--- config.mk ---
export PLATFORM = sky130hd
export DESIGN_NAME = mptb_time_base
export DESIGN_NICKNAME = d
export VERILOG_FILES = /design/src/design/mptb_pkg.sv /design/src/design/mptb_postscaler.sv /design/src/design/mptb_prescaler.sv /design/src/design/mptb_time_base.sv
export SDC_FILE = /design/constraint.sdc
export NUM_CORES = 1
export LEC_CHECK = 0
export BUFFER_PORTS_ARGS = -buffer_cell sky130_fd_sc_hd__buf_2
export CAP_MARGIN = 20
export CORE_MARGIN = 1.5
export CORE_UTILIZATION = 63
export CTS_CLUSTER_DIAMETER = 60
export DETAILED_ROUTE_END_ITERATION = 8
export PLACE_DENSITY = 0.82
export SLEW_MARGIN = 20
export SYNTH_ARGS = -nofsm -noshare
export SYNTH_HDL_FRONTEND = slang
export SYNTH_SLANG_ARGS = --single-unit
export TNS_END_PERCENT = 1
--- constraint.sdc ---
create_clock -name ref_clk_in -period 3.5 [get_ports ref_clk_in]
set_input_delay 0.525 -clock ref_clk_in [delete_from_list [all_inputs] [get_ports ref_clk_in]]
set_output_delay 0.525 -clock ref_clk_in [all_outputs]
set_load 0.05 [all_outputs]
--- src/design/mptb_pkg.sv ---
// constants, types and layouts for the motor pwm time base
package mptb_pkg;

	localparam int unsigned MPTB_DATA_W = 16;
	localparam int unsigned MPTB_ADDR_W = 4;

	// register indices on the plain register port
	localparam logic [3:0] MPTB_REG_CONTROL = 4'h0;
	localparam logic [3:0] MPTB_REG_COUNT = 4'h1;
	localparam logic [3:0] MPTB_REG_PERIOD = 4'h2;
	localparam logic [3:0] MPTB_REG_EVENT_CMP = 4'h3;
	localparam logic [3:0] MPTB_REG_DUTY1 = 4'h4;
	localparam logic [3:0] MPTB_REG_DUTY2 = 4'h5;
	localparam logic [3:0] MPTB_REG_DUTY3 = 4'h6;
	localparam logic [3:0] MPTB_REG_STATUS = 4'h7;
	localparam logic [3:0] MPTB_REG_MASK = 4'h8;

	// status and mask bit positions
	localparam int unsigned MPTB_ST_TB_EVENT = 0;
	localparam int unsigned MPTB_ST_SPECIAL = 1;
	localparam int unsigned MPTB_ST_W = 2;

	// count register direction bit
	localparam int unsigned MPTB_DIR_BIT = 15;

	// reset values
	localparam logic [15:0] MPTB_CONTROL_RST = 16'h0000;
	localparam logic [14:0] MPTB_PERIOD_RST = 15'h0000;
	localparam logic [14:0] MPTB_ZERO15 = 15'h0000;
	localparam logic [14:0] MPTB_ONE15 = 15'h0001;

	// prescaler terminal counts for 1:1, 1:4, 1:16, 1:64
	localparam int unsigned MPTB_PRE_W = 6;
	localparam logic [5:0] MPTB_PRE_DIV1 = 6'h00;
	localparam logic [5:0] MPTB_PRE_DIV4 = 6'h03;
	localparam logic [5:0] MPTB_PRE_DIV16 = 6'h0F;
	localparam logic [5:0] MPTB_PRE_DIV64 = 6'h3F;

	typedef enum logic [1:0] {
		MPTB_MODE_FREE = 2'h0,
		MPTB_MODE_SINGLE = 2'h1,
		MPTB_MODE_UPDOWN = 2'h2,
		MPTB_MODE_DOUBLE = 2'h3
	} mptb_mode_e;

	// control register layout: bit 15 enable, 7:4 postscale, 3:2 prescale, 1:0 mode
	typedef struct packed {
		logic time_base_on;
		logic [6:0] unused;
		logic [3:0] event_divider_sel;
		logic [1:0] clock_divider_sel;
		mptb_mode_e time_base_mode_sel;
	} mptb_ctrl_s;

	// state of the counter that travels together
	typedef struct packed {
		logic count_down_flag;
		logic [14:0] time_base_count;
	} mptb_count_s;

endpackage

--- src/design/mptb_postscaler.sv ---
// event postscaler for the time base interrupt
`timescale 1ns/10ps
module mptb_postscaler (
	input wire logic ref_clk_in,
	input wire logic rst_b_in,
	input wire logic clear_in,
	input wire logic bypass_in,
	input wire logic event_in,
	input wire logic [3:0] event_divider_sel_in,
	output logic event_out
);

	logic [3:0] post_count;

	assign event_out = event_in && (bypass_in || post_count == event_divider_sel_in);

	always_ff @(posedge ref_clk_in or negedge rst_b_in) begin
		if (!rst_b_in) begin
			post_count <= 4'h0;
		end else if (clear_in) begin
			post_count <= 4'h0;
		end else if (event_in && !bypass_in) begin
			if (post_count == event_divider_sel_in) begin
				post_count <= 4'h0;
			end else begin
				post_count <= post_count + 4'h1;
			end
		end
	end

endmodule // mptb_postscaler

--- src/design/mptb_prescaler.sv ---
// input clock prescaler for the time base counter
`timescale 1ns/10ps
module mptb_prescaler
	import mptb_pkg::*;
(
	input wire logic ref_clk_in,
	input wire logic rst_b_in,
	input wire logic clear_in,
	input wire logic [1:0] clock_divider_sel_in,
	output logic tick_out
);

	logic [MPTB_PRE_W-1:0] pre_count;
	logic [MPTB_PRE_W-1:0] limit;

	function automatic logic [MPTB_PRE_W-1:0] pre_limit(input logic [1:0] sel);
		unique case (sel)
			2'h0: pre_limit = MPTB_PRE_DIV1;
			2'h1: pre_limit = MPTB_PRE_DIV4;
			2'h2: pre_limit = MPTB_PRE_DIV16;
			2'h3: pre_limit = MPTB_PRE_DIV64;
		endcase
	endfunction

	assign limit = pre_limit(clock_divider_sel_in);
	assign tick_out = !clear_in && (pre_count == limit);

	always_ff @(posedge ref_clk_in or negedge rst_b_in) begin
		if (!rst_b_in) begin
			pre_count <= '0;
		end else if (clear_in || pre_count == limit) begin
			pre_count <= '0;
		end else begin
			pre_count <= pre_count + 1'b1;
		end
	end

endmodule // mptb_prescaler

--- src/design/mptb_time_base.sv ---
// motor pwm time base with three complementary output pairs
`timescale 1ns/10ps
module mptb_time_base
	import mptb_pkg::*;
#(
	parameter int unsigned CNT_W = 15
) (
	input wire logic ref_clk_in,
	input wire logic rst_b_in,
	input wire logic [MPTB_ADDR_W-1:0] reg_addr_in,
	input wire logic [MPTB_DATA_W-1:0] reg_wdata_in,
	input wire logic reg_write_in,
	input wire logic reg_read_in,
	output logic [MPTB_DATA_W-1:0] reg_rdata_out,
	output logic irq_out,
	output logic special_trigger_out,
	output logic pair1_high_out,
	output logic pair1_low_out,
	output logic pair2_high_out,
	output logic pair2_low_out,
	output logic pair3_high_out,
	output logic pair3_low_out
);

	if (CNT_W != 15) begin : g_width_check
		$error("mptb_time_base: counter layout serves only a 15-bit count");
	end

	mptb_ctrl_s ctrl;
	mptb_count_s cnt;
	logic [14:0] period_active;
	logic [14:0] period_buffer;
	logic [14:0] event_cmp;
	logic [14:0] duty [3];
	logic [MPTB_ST_W-1:0] status;
	logic [MPTB_ST_W-1:0] mask;

	logic wr_control;
	logic wr_count;
	logic wr_period;
	logic wr_status;
	logic scaler_clear;
	logic pre_tick;
	logic step;
	logic period_match;
	logic at_zero_turn;
	logic is_updown;
	logic raw_event;
	logic post_bypass;
	logic tb_event;
	logic special_hit;
	logic load_period;
	logic single_done;
	logic center_mode;
	logic [2:0] next_high;
	mptb_count_s next_cnt;

	// register write decode
	assign wr_control = reg_write_in && reg_addr_in == MPTB_REG_CONTROL;
	assign wr_count = reg_write_in && reg_addr_in == MPTB_REG_COUNT;
	assign wr_period = reg_write_in && reg_addr_in == MPTB_REG_PERIOD;
	assign wr_status = reg_write_in && reg_addr_in == MPTB_REG_STATUS;
	assign scaler_clear = wr_control || wr_count;

	mptb_prescaler u_prescaler (
		.ref_clk_in(ref_clk_in),
		.rst_b_in(rst_b_in),
		.clear_in(scaler_clear),
		.clock_divider_sel_in(ctrl.clock_divider_sel),
		.tick_out(pre_tick)
	);

	// counting only while enabled and period non-zero
	assign step = pre_tick && ctrl.time_base_on && period_active != MPTB_ZERO15;
	assign is_updown = ctrl.time_base_mode_sel == MPTB_MODE_UPDOWN
		|| ctrl.time_base_mode_sel == MPTB_MODE_DOUBLE;
	assign period_match = cnt.time_base_count == period_active;
	assign at_zero_turn = is_updown && cnt.count_down_flag
		&& cnt.time_base_count <= MPTB_ONE15;

	always_comb begin
		next_cnt = cnt;
		if (is_updown) begin
			if (!cnt.count_down_flag) begin
				if (period_match) begin
					next_cnt.count_down_flag = 1'b1;
					next_cnt.time_base_count = cnt.time_base_count - MPTB_ONE15;
				end else begin
					next_cnt.time_base_count = cnt.time_base_count + MPTB_ONE15;
				end
			end else if (at_zero_turn) begin
				next_cnt.count_down_flag = 1'b0;
				next_cnt.time_base_count = MPTB_ZERO15;
			end else begin
				next_cnt.time_base_count = cnt.time_base_count - MPTB_ONE15;
			end
		end else begin
			next_cnt.count_down_flag = 1'b0;
			if (period_match) begin
				next_cnt.time_base_count = MPTB_ZERO15;
			end else begin
				next_cnt.time_base_count = cnt.time_base_count + MPTB_ONE15;
			end
		end
	end

	// raw interrupt events per mode
	always_comb begin
		raw_event = 1'b0;
		unique case (ctrl.time_base_mode_sel)
			MPTB_MODE_FREE: raw_event = step && period_match;
			MPTB_MODE_SINGLE: raw_event = step && period_match;
			MPTB_MODE_UPDOWN: raw_event = step && at_zero_turn;
			MPTB_MODE_DOUBLE: raw_event = step
				&& (at_zero_turn || (!cnt.count_down_flag && period_match));
		endcase
	end

	assign post_bypass = ctrl.time_base_mode_sel == MPTB_MODE_SINGLE
		|| ctrl.time_base_mode_sel == MPTB_MODE_DOUBLE;

	mptb_postscaler u_postscaler (
		.ref_clk_in(ref_clk_in),
		.rst_b_in(rst_b_in),
		.clear_in(scaler_clear),
		.bypass_in(post_bypass),
		.event_in(raw_event),
		.event_divider_sel_in(ctrl.event_divider_sel),
		.event_out(tb_event)
	);

	assign single_done = step && period_match
		&& ctrl.time_base_mode_sel == MPTB_MODE_SINGLE;
	assign special_hit = step && cnt.time_base_count == event_cmp;

	// period reload points: counter restart, zero in up/down, or while disabled
	always_comb begin
		load_period = 1'b0;
		if (!ctrl.time_base_on) begin
			load_period = 1'b1;
		end else if (period_active != MPTB_ZERO15 && step) begin
			if (is_updown) begin
				load_period = at_zero_turn;
			end else begin
				load_period = period_match;
			end
		end
	end

	// control register; hardware clears enable at end of single shot
	always_ff @(posedge ref_clk_in or negedge rst_b_in) begin
		if (!rst_b_in) begin
			ctrl <= mptb_ctrl_s'(MPTB_CONTROL_RST);
		end else if (wr_control) begin
			ctrl <= mptb_ctrl_s'(reg_wdata_in);
			ctrl.unused <= '0;
		end else if (single_done) begin
			ctrl.time_base_on <= 1'b0;
		end
	end

	// counter; disable only stops it, never clears it
	always_ff @(posedge ref_clk_in or negedge rst_b_in) begin
		if (!rst_b_in) begin
			cnt <= '0;
		end else if (wr_count) begin
			cnt.time_base_count <= reg_wdata_in[14:0];
		end else if (step) begin
			cnt <= next_cnt;
		end
	end

	// period buffer and active period
	always_ff @(posedge ref_clk_in or negedge rst_b_in) begin
		if (!rst_b_in) begin
			period_buffer <= MPTB_PERIOD_RST;
		end else if (wr_period) begin
			period_buffer <= reg_wdata_in[14:0];
		end
	end

	always_ff @(posedge ref_clk_in or negedge rst_b_in) begin
		if (!rst_b_in) begin
			period_active <= MPTB_PERIOD_RST;
		end else if (load_period) begin
			period_active <= period_buffer;
		end
	end

	// compare and duty registers
	always_ff @(posedge ref_clk_in or negedge rst_b_in) begin
		if (!rst_b_in) begin
			event_cmp <= MPTB_ZERO15;
			duty[0] <= MPTB_ZERO15;
			duty[1] <= MPTB_ZERO15;
			duty[2] <= MPTB_ZERO15;
		end else if (reg_write_in) begin
			unique case (reg_addr_in)
				MPTB_REG_EVENT_CMP: event_cmp <= reg_wdata_in[14:0];
				MPTB_REG_DUTY1: duty[0] <= reg_wdata_in[14:0];
				MPTB_REG_DUTY2: duty[1] <= reg_wdata_in[14:0];
				MPTB_REG_DUTY3: duty[2] <= reg_wdata_in[14:0];
				default: ;
			endcase
		end
	end

	// sticky status, write one to clear, set wins
	always_ff @(posedge ref_clk_in or negedge rst_b_in) begin
		if (!rst_b_in) begin
			status <= '0;
		end else begin
			status[MPTB_ST_TB_EVENT] <= tb_event
				|| (status[MPTB_ST_TB_EVENT]
				&& !(wr_status && reg_wdata_in[MPTB_ST_TB_EVENT]));
			status[MPTB_ST_SPECIAL] <= special_hit
				|| (status[MPTB_ST_SPECIAL]
				&& !(wr_status && reg_wdata_in[MPTB_ST_SPECIAL]));
		end
	end

	always_ff @(posedge ref_clk_in or negedge rst_b_in) begin
		if (!rst_b_in) begin
			mask <= '0;
		end else if (reg_write_in && reg_addr_in == MPTB_REG_MASK) begin
			mask <= reg_wdata_in[MPTB_ST_W-1:0];
		end
	end

	always_ff @(posedge ref_clk_in or negedge rst_b_in) begin
		if (!rst_b_in) begin
			irq_out <= 1'b0;
		end else begin
			irq_out <= |(status & mask);
		end
	end

	always_ff @(posedge ref_clk_in or negedge rst_b_in) begin
		if (!rst_b_in) begin
			special_trigger_out <= 1'b0;
		end else begin
			special_trigger_out <= special_hit;
		end
	end

	// duty compare: edge-aligned or center-aligned by mode
	assign center_mode = is_updown;
	always_comb begin
		for (int i = 0; i < 3; i++) begin
			if (duty[i] == MPTB_ZERO15) begin
				next_high[i] = 1'b0;
			end else if (center_mode) begin
				next_high[i] = cnt.time_base_count < duty[i]
					|| duty[i] >= period_active;
			end else begin
				next_high[i] = cnt.time_base_count < duty[i];
			end
		end
	end

	always_ff @(posedge ref_clk_in or negedge rst_b_in) begin
		if (!rst_b_in) begin
			pair1_high_out <= 1'b0;
			pair1_low_out <= 1'b1;
			pair2_high_out <= 1'b0;
			pair2_low_out <= 1'b1;
			pair3_high_out <= 1'b0;
			pair3_low_out <= 1'b1;
		end else begin
			pair1_high_out <= next_high[0];
			pair1_low_out <= !next_high[0];
			pair2_high_out <= next_high[1];
			pair2_low_out <= !next_high[1];
			pair3_high_out <= next_high[2];
			pair3_low_out <= !next_high[2];
		end
	end

	// read data, one cycle after the strobe, zero otherwise
	always_ff @(posedge ref_clk_in or negedge rst_b_in) begin
		if (!rst_b_in) begin
			reg_rdata_out <= '0;
		end else if (reg_read_in) begin
			unique case (reg_addr_in)
				MPTB_REG_CONTROL: reg_rdata_out <= ctrl;
				MPTB_REG_COUNT: reg_rdata_out <= cnt;
				MPTB_REG_PERIOD: reg_rdata_out <= {1'b0, period_buffer};
				MPTB_REG_EVENT_CMP: reg_rdata_out <= {1'b0, event_cmp};
				MPTB_REG_DUTY1: reg_rdata_out <= {1'b0, duty[0]};
				MPTB_REG_DUTY2: reg_rdata_out <= {1'b0, duty[1]};
				MPTB_REG_DUTY3: reg_rdata_out <= {1'b0, duty[2]};
				MPTB_REG_STATUS: reg_rdata_out <= {14'h0000, status};
				MPTB_REG_MASK: reg_rdata_out <= {14'h0000, mask};
				default: reg_rdata_out <= '0;
			endcase
		end else begin
			reg_rdata_out <= '0;
		end
	end

endmodule // mptb_time_base

==> run_results.csv, run 1 <==
group,metric,value,unit
logic_synthesis,synthFlopType,"dfrtp_1",
sta,maxSlewViolCount,0,
setup_path,crit_path_start,"cnt[7]",
routing,antenna_left,0,
logic_synthesis,synth_area,9898,µm²
routing,vias_per_cell,6.649,
logic_synthesis,synth-edff-count,0,
setup_path,crit_family,"simple AND/OR/NAND/NOR gates",
clocking,holdBufCountCts,0,
grt,grt_use_total,0.3651,
routing,drt_pre_antenna_iters,7,
setup_path,start_kind,"flop",
setup_path,critPathMaxFanout,12,
clocking,cts_sinks,153,
logic_synthesis,synth_top_area_cell,"dfrtp_1",
setup_path,reg2reg_setup_slack,0.63,ns
grt,antenna_found_initial,0,
clocking,cts_buffers,17,
flow_run,maxCapViolations,0,
setup_path,max_stage_delay,0.64,ns
setup_path,timing.rr.start,"cnt[7]",
floorplanning,die_area,16470,µm²
grt,first_global_vias,8063,
sta,max_slew.worst_pin.slew,0.8871,ns
layout,areaGrowthSynthToFinish,10.19,%
power,irDropWorstVdd,0.0004585,V
sta,finalSetupTns,0,ns
sta,final.min_clock_period,2.866,ns
place,hpwlAfterDp,20.77,mm
sta,fin_skew,0.01078,ns
layout,layout-drive-gt1-share,0.2117,
sta,slew_headroom,0.4080,
power,p_leak,5.088,nW
place,gp_congestion,0.9512,
floorplanning,pin_count,48,
sta,hold_viol_final,0,
logic_synthesis,synth.area.top_cells,"dfrtp_1, ha_1, mux2_2",
routing,wl_per_cell,23.19,µm
grt,overflow,0,
clocking,cts_tree,"yes",
floorplanning,fp.dieW,128.3,µm
floorplanning,die_h,128.3,µm
logic_synthesis,async_flop_share,1.000,
setup_path,worstSetupPathType,"flop to flop",
clocking,cts_resized,0,
sta,setup_violations,0,
layout,antenna_cells,0,
logic_synthesis,syn-num-nets,1089,
place,port_buffers,47,
layout,nNetsFinal,1128,
power,powerDensity,741.8,nW/µm²
clocking,clock-root-buffer,"clkbuf_16",
logic_synthesis,syn-mean-instance-area,10.17,µm²
clocking,clkTransAtPathRegs,0.07,ns
power,power.total,8.091,mW
setup_path,arrival,3.16,ns
logic_synthesis,synth-seq-cells,153,
grt,grt_max_degree,86,
clocking,clk_path_buf_depth,2,
setup_path,slowest_stage,"or4_4",
clocking,post_cts_buffers,0,
logic_synthesis,yosysSeqAreaShare,0.3872,
clocking,worstSkewPairLatency,0.45,ns
routing,drc,0,
clocking,cts_max_level,4,
logic_synthesis,ys_warn_count,0,
layout,utilization,0.7148,
logic_synthesis,synthDominantCellAreaShare,0.3792,
setup_path,required,3.80,ns
sta,fmax,349.0,MHz
floorplanning,start_util,0.6487,
grt,grt_pass1_wl,44.78,mm
setup_path,end_kind,"flop",
sta,fin_crit_sh,0.8188,
sta,grt_setup_unrepaired,"false",
status,outcome,"finished clean",
floorplanning,placementRows,45,
routing,vias,8218,
logic_synthesis,synth_cells,973,
floorplanning,coreArea,15260,µm²
setup_path,path_cells,"or4_4 -> or3_4 -> o31ai_4 -> or2_1 -> o221a_1 -> o311ai_1",
setup_path,cp.buffers_inverters,0,
hold_path,min_path_type,"input port to async pin",
logic_synthesis,synth_most_common_cell,"dfrtp_1",
routing,wl,28.66,mm
routing,drt_iter0_drc,1115,
logic_synthesis,netlist_top_cells_count,"dfrtp_1, ha_1, mux2_2",
logic_synthesis,synth_cell_types,72,
-- cell type report --
cell class | count | area (µm²)
sequential | 153 | 3832
clock inverter | 14 | 136.4
timing repair buffer | 68 | 399.1
clock buffer | 18 | 439.2
fill | 1103 | 4352
tap | 211 | 264.0
inverter | 68 | 255.2
multi-input combinational | 704 | 5580
-- metal layers --
metal  up-vias  global-route usage  routed length (µm)
met5         -                   0                   0
met4         0              0.2036                1491
met3        98             0.09356                3011
met2       485              0.5497               12740
met1      3968              0.4847               11420
li1       3667                   -                   -
-- flip-flops by register name, summed over array words and instances (netlist names), 2 cells and up --
register and flops:
cnt 16, ctrl 9, duty 45, event_cmp 15
mask 2, period_active 15, period_buffer 15, reg_rdata_out 16
status 2, u_postscaler.post_count 4, u_prescaler.pre_count 6
-- report_power, final --
group	total, mW	switching [mW]	internal, mW
sequential	2.97	0.755	2.21
combinational	3.30	1.83	1.47
clock	1.83	0.814	1.01
-- cell families (layout without fill, tap and decap cells) --
logic type / count (synthesis) / after routing / synth area share
xor+xnor: 42 / 42 / 0.03716
simple gates: 248 / 248 / 0.1280
mux: 111 / 111 / 0.1286
compound gates: 211 / 211 / 0.1537
flops: 153 / 153 / 0.3872
buf+inv: 116 / 168 / 0.04904
fa+ha+maj: 92 / 92 / 0.1163
-- stage by stage --
stage	hold WS, ns	setup slack, ns	instances	cell area [µm²]
2_1_floorplan	0.2294	0.9914	973	9898
3_3_place_gp	0.5002	0.7485	1204	10330
3_5_place_dp	0.5168	0.6937	1204	10330
4_1_cts	0.1751	0.6705	1236	10910
5_1_grt	0.2130	0.5363	1236	10910
6_report	0.1530	0.6344	1236	10910
-- cell usage in the layout (no fill, tap or decap), drive strengths merged, types with 23 or more instances in the layout --
| master | n |
|---|---|
| dfrtp | 150 |
| mux2 | 99 |
| ha | 92 |
| nand2 | 80 |
| inv | 73 |
| buf | 68 |
| o21ai | 44 |
| a21oi | 39 |
| nor2 | 38 |
| xnor2 | 31 |
| a21o | 26 |
| nand4 | 23 |
-- final timing paths --
path | end | cells past startpoint
max reg2reg | cnt[6] | 6
min in group ref_clk_in | ctrl[15] | 3
max in group asynchronous | period_buffer[4] | 2
min | duty[44] | 1
max | cnt[6] | 6
min reg2reg | status[1] | 1
Power figures use the tool's default switching activity.
==> run 2: changes to the inputs <==
==> constraint.sdc (replaced) <==
create_clock -name ref_clk_in -period 2.7 [get_ports ref_clk_in]
set_input_delay 0.405 -clock ref_clk_in [delete_from_list [all_inputs] [get_ports ref_clk_in]]
set_output_delay 0.405 -clock ref_clk_in [all_outputs]
set_load 0.05 [all_outputs]
==> run 2 against run 1 <==
Wire length fell by 0.12%. Largest power group unchanged. Final area is 2.4% higher. Via count up 3.7%. Critical path depth grew 2. First-iteration DRC count is 1.9% lower. Global-route usage increased by 0.17 points. Die area unchanged. Clock power increased by 39%. Flip-flop and latch count did not move.
==> run_results.csv, run 2 (synthesis gave the netlist of run 1 again) <==
group,metric,value,unit
floorplanning,placementRows,45,
setup_path,path_cells,"inv_1 -> ha_1 -> a21boi_0 -> o21a_1 -> o21ai_0 -> a21o_1 -> a2111oi_0 -> o21ai_0",
sta,finalSetupTns,0,ns
setup_path,cp.depth,8,
sta,slew_headroom,0.4542,
sta,maxSlewViolCount,0,
grt,grt_pass1_wl,45.82,mm
grt,antenna_found_initial,0,
setup_path,required,2.96,ns
floorplanning,pin_count,48,
floorplanning,fp.dieW,128.3,µm
layout,nFillCells,1062,
place,dpl-instance-area,10540,µm²
routing,vias_per_cell,6.763,
setup_path,slowest_stage,"a2111oi_0",
setup_path,max_stage_delay,0.71,ns
place,gp_congestion,1.006,
layout,largestRegisters,"duty x45, cnt x16, reg_rdata_out x16",
grt,use_met2,0.5718,
sta,fin_crit_sh,0.9695,
power,p_leak,5.259,nW
clocking,cts_buffers,17,
layout,antenna_cells,0,
setup_path,cp.buffers_inverters,1,
sta,setup_slack,0.08239,ns
status,outcome,"finished clean",
routing,drc,0,
layout,final_common_cell,"dfrtp_1",
setup_path,critPathMaxFanout,5,
clocking,clkTransAtPathRegs,0.07,ns
routing,antenna_left,0,
layout,layout-drive-gt1-share,0.2288,
layout,stdcell_area,11170,µm²
layout,areaGrowthSynthToFinish,12.86,%
layout,layout_common_cells,"dfrtp_1, ha_1, mux2_2, nand2_1, inv_1",
floorplanning,die_h,128.3,µm
grt,grt_use_total,0.3669,
floorplanning,die_area,16470,µm²
hold_path,min_path_type,"input port to flop",
setup_path,timing.rr.start,"duty[1]",
power,power.total,10.80,mW
setup_path,worstSetupPathType,"flop to flop",
sta,max_slew.worst_pin.slew,0.7980,ns
grt,busiest_layer,"met2",
layout,regMostFlops,"duty",
routing,wl,28.63,mm
sta,fmax,382.0,MHz
routing,drt_iter0_drc,1094,
routing,vias,8522,
setup_path,crit_path_start,"duty[1]",
setup_path,crit_family,"compound AO/OA/AOI/OAI gates",
clocking,clk_path_buf_depth,2,
sta,setup_violations,0,
setup_path,rr_worst_depth,8,
sta,hold_viol_final,0,
clocking,cts_max_level,4,
flow_run,maxCapViolations,0,
setup_path,cp-endpoint,"pair3_high_out",
power,powerDensity,966.8,nW/µm²
clocking,cts_sinks,153,
sta,grt_setup_unrepaired,"false",
place,hpwlAfterDp,20.92,mm
grt,first_global_vias,8345,
grt,overflow,0,
sta,fin_skew,0.01035,ns
place,port_buffers,47,
setup_path,end_kind,"flop",
grt,grt_max_degree,90,
grt,grt_use_met3,0.06944,
setup_path,reg2reg_setup_slack,0.08,ns
layout,largest_reg_flops,45,
routing,wl_per_cell,22.72,µm
layout,utilization,0.7321,
clocking,clock-root-buffer,"clkbuf_16",
clocking,worstSkewPairLatency,0.44,ns
grt,grt_use_met1,0.4951,
clocking,cts_tree,"yes",
power,irDropWorstVdd,0.0005799,V
sta,final.min_clock_period,2.618,ns
place,pre_cts_slack,0.1654,ns
setup_path,start_kind,"flop",
clocking,cts_resized,0,
layout,nNetsFinal,1152,
clocking,post_cts_buffers,0,
setup_path,arrival,2.87,ns
floorplanning,start_util,0.6487,
routing,drt_pre_antenna_iters,6,
setup_path,crit_top_cell,"o21ai_0",
floorplanning,coreArea,15260,µm²
setup_path,timing.rr.end,"pair3_high_out",
[run 2: cell count changes in the layout (fill, tap and decap cells not counted), moves of 2 or more]
cell	before	now
inv_8	2	5
buf_12	0	3
clkinvlp_4	4	0
buf_4	21	41
inv_6	3	7
clkinv_4	2	0
clkinv_2	2	0
[run 2: cell type report]
class	instances	area, µm²	share of cell area
tap	211	264.0	0.02363
timing repair buffer	92	619.3	0.05544
inverter	68	255.2	0.02285
clock buffer	17	425.4	0.03808
multi-input combinational	704	5580	0.4996
clock inverter	15	193.9	0.01736
sequential	153	3832	0.3431
[run 2: how the worst min path moves through the flow]
| stage | endpoint | cells past startpoint | from | slack, ns |
|---|---|---|---|---|
| floorplan | cnt[0] | 0 | rst_b_in | 0.11 |
| global placement | duty[29] | 2 | rst_b_in | 0.43 |
| detailed placement | duty[26] | 2 | rst_b_in | 0.43 |
| CTS | ctrl[15] | 3 | reg_wdata_in[15] | 0.18 |
| global route | ctrl[15] | 3 | reg_wdata_in[15] | 0.21 |
| finish | ctrl[15] | 3 | reg_wdata_in[15] | 0.18 |
[run 2: report_power, final]
part | internal [mW] | total, mW | switching, mW | leakage (nW)
Clock | 1.42 | 2.54 | 1.12 | 0.307
Sequential | 2.87 | 3.63 | 0.762 | 1.91
Combinational | 2.02 | 4.63 | 2.60 | 3.04
[run 2: per-layer routing]
metal	part of all wire	up-vias	wire length, µm
li1	-	3729	-
met1	0.40	4120	11450
met4	0.051	0	1452
met3	0.10	115	2857
met2	0.45	558	12870
met5	0	-	0
[run 2: tightest hold or removal path, delay by kind of cell]
kind | cells | cell delay (ns)
AO/OA/AOI/OAI | 1 | 0.06
buffers and inverters | 1 | 0.08
AND/OR/NAND/NOR | 1 | 0.04
[run 2: stage by stage]
step | hold WS (ns) | instances
after floorplan | 0.1094 | 973
after global routing | 0.2108 | 1260
after CTS | 0.1837 | 1260
after global placement | 0.4334 | 1227
final | 0.1850 | 1260
after detailed placement | 0.4289 | 1227
[run 2: what timing repair did]
item / CTS / global route
hold endpoints to repair: 63 / 0
endpoints found under the setup margin: 0 / 0
hold buffers: 1 / 0
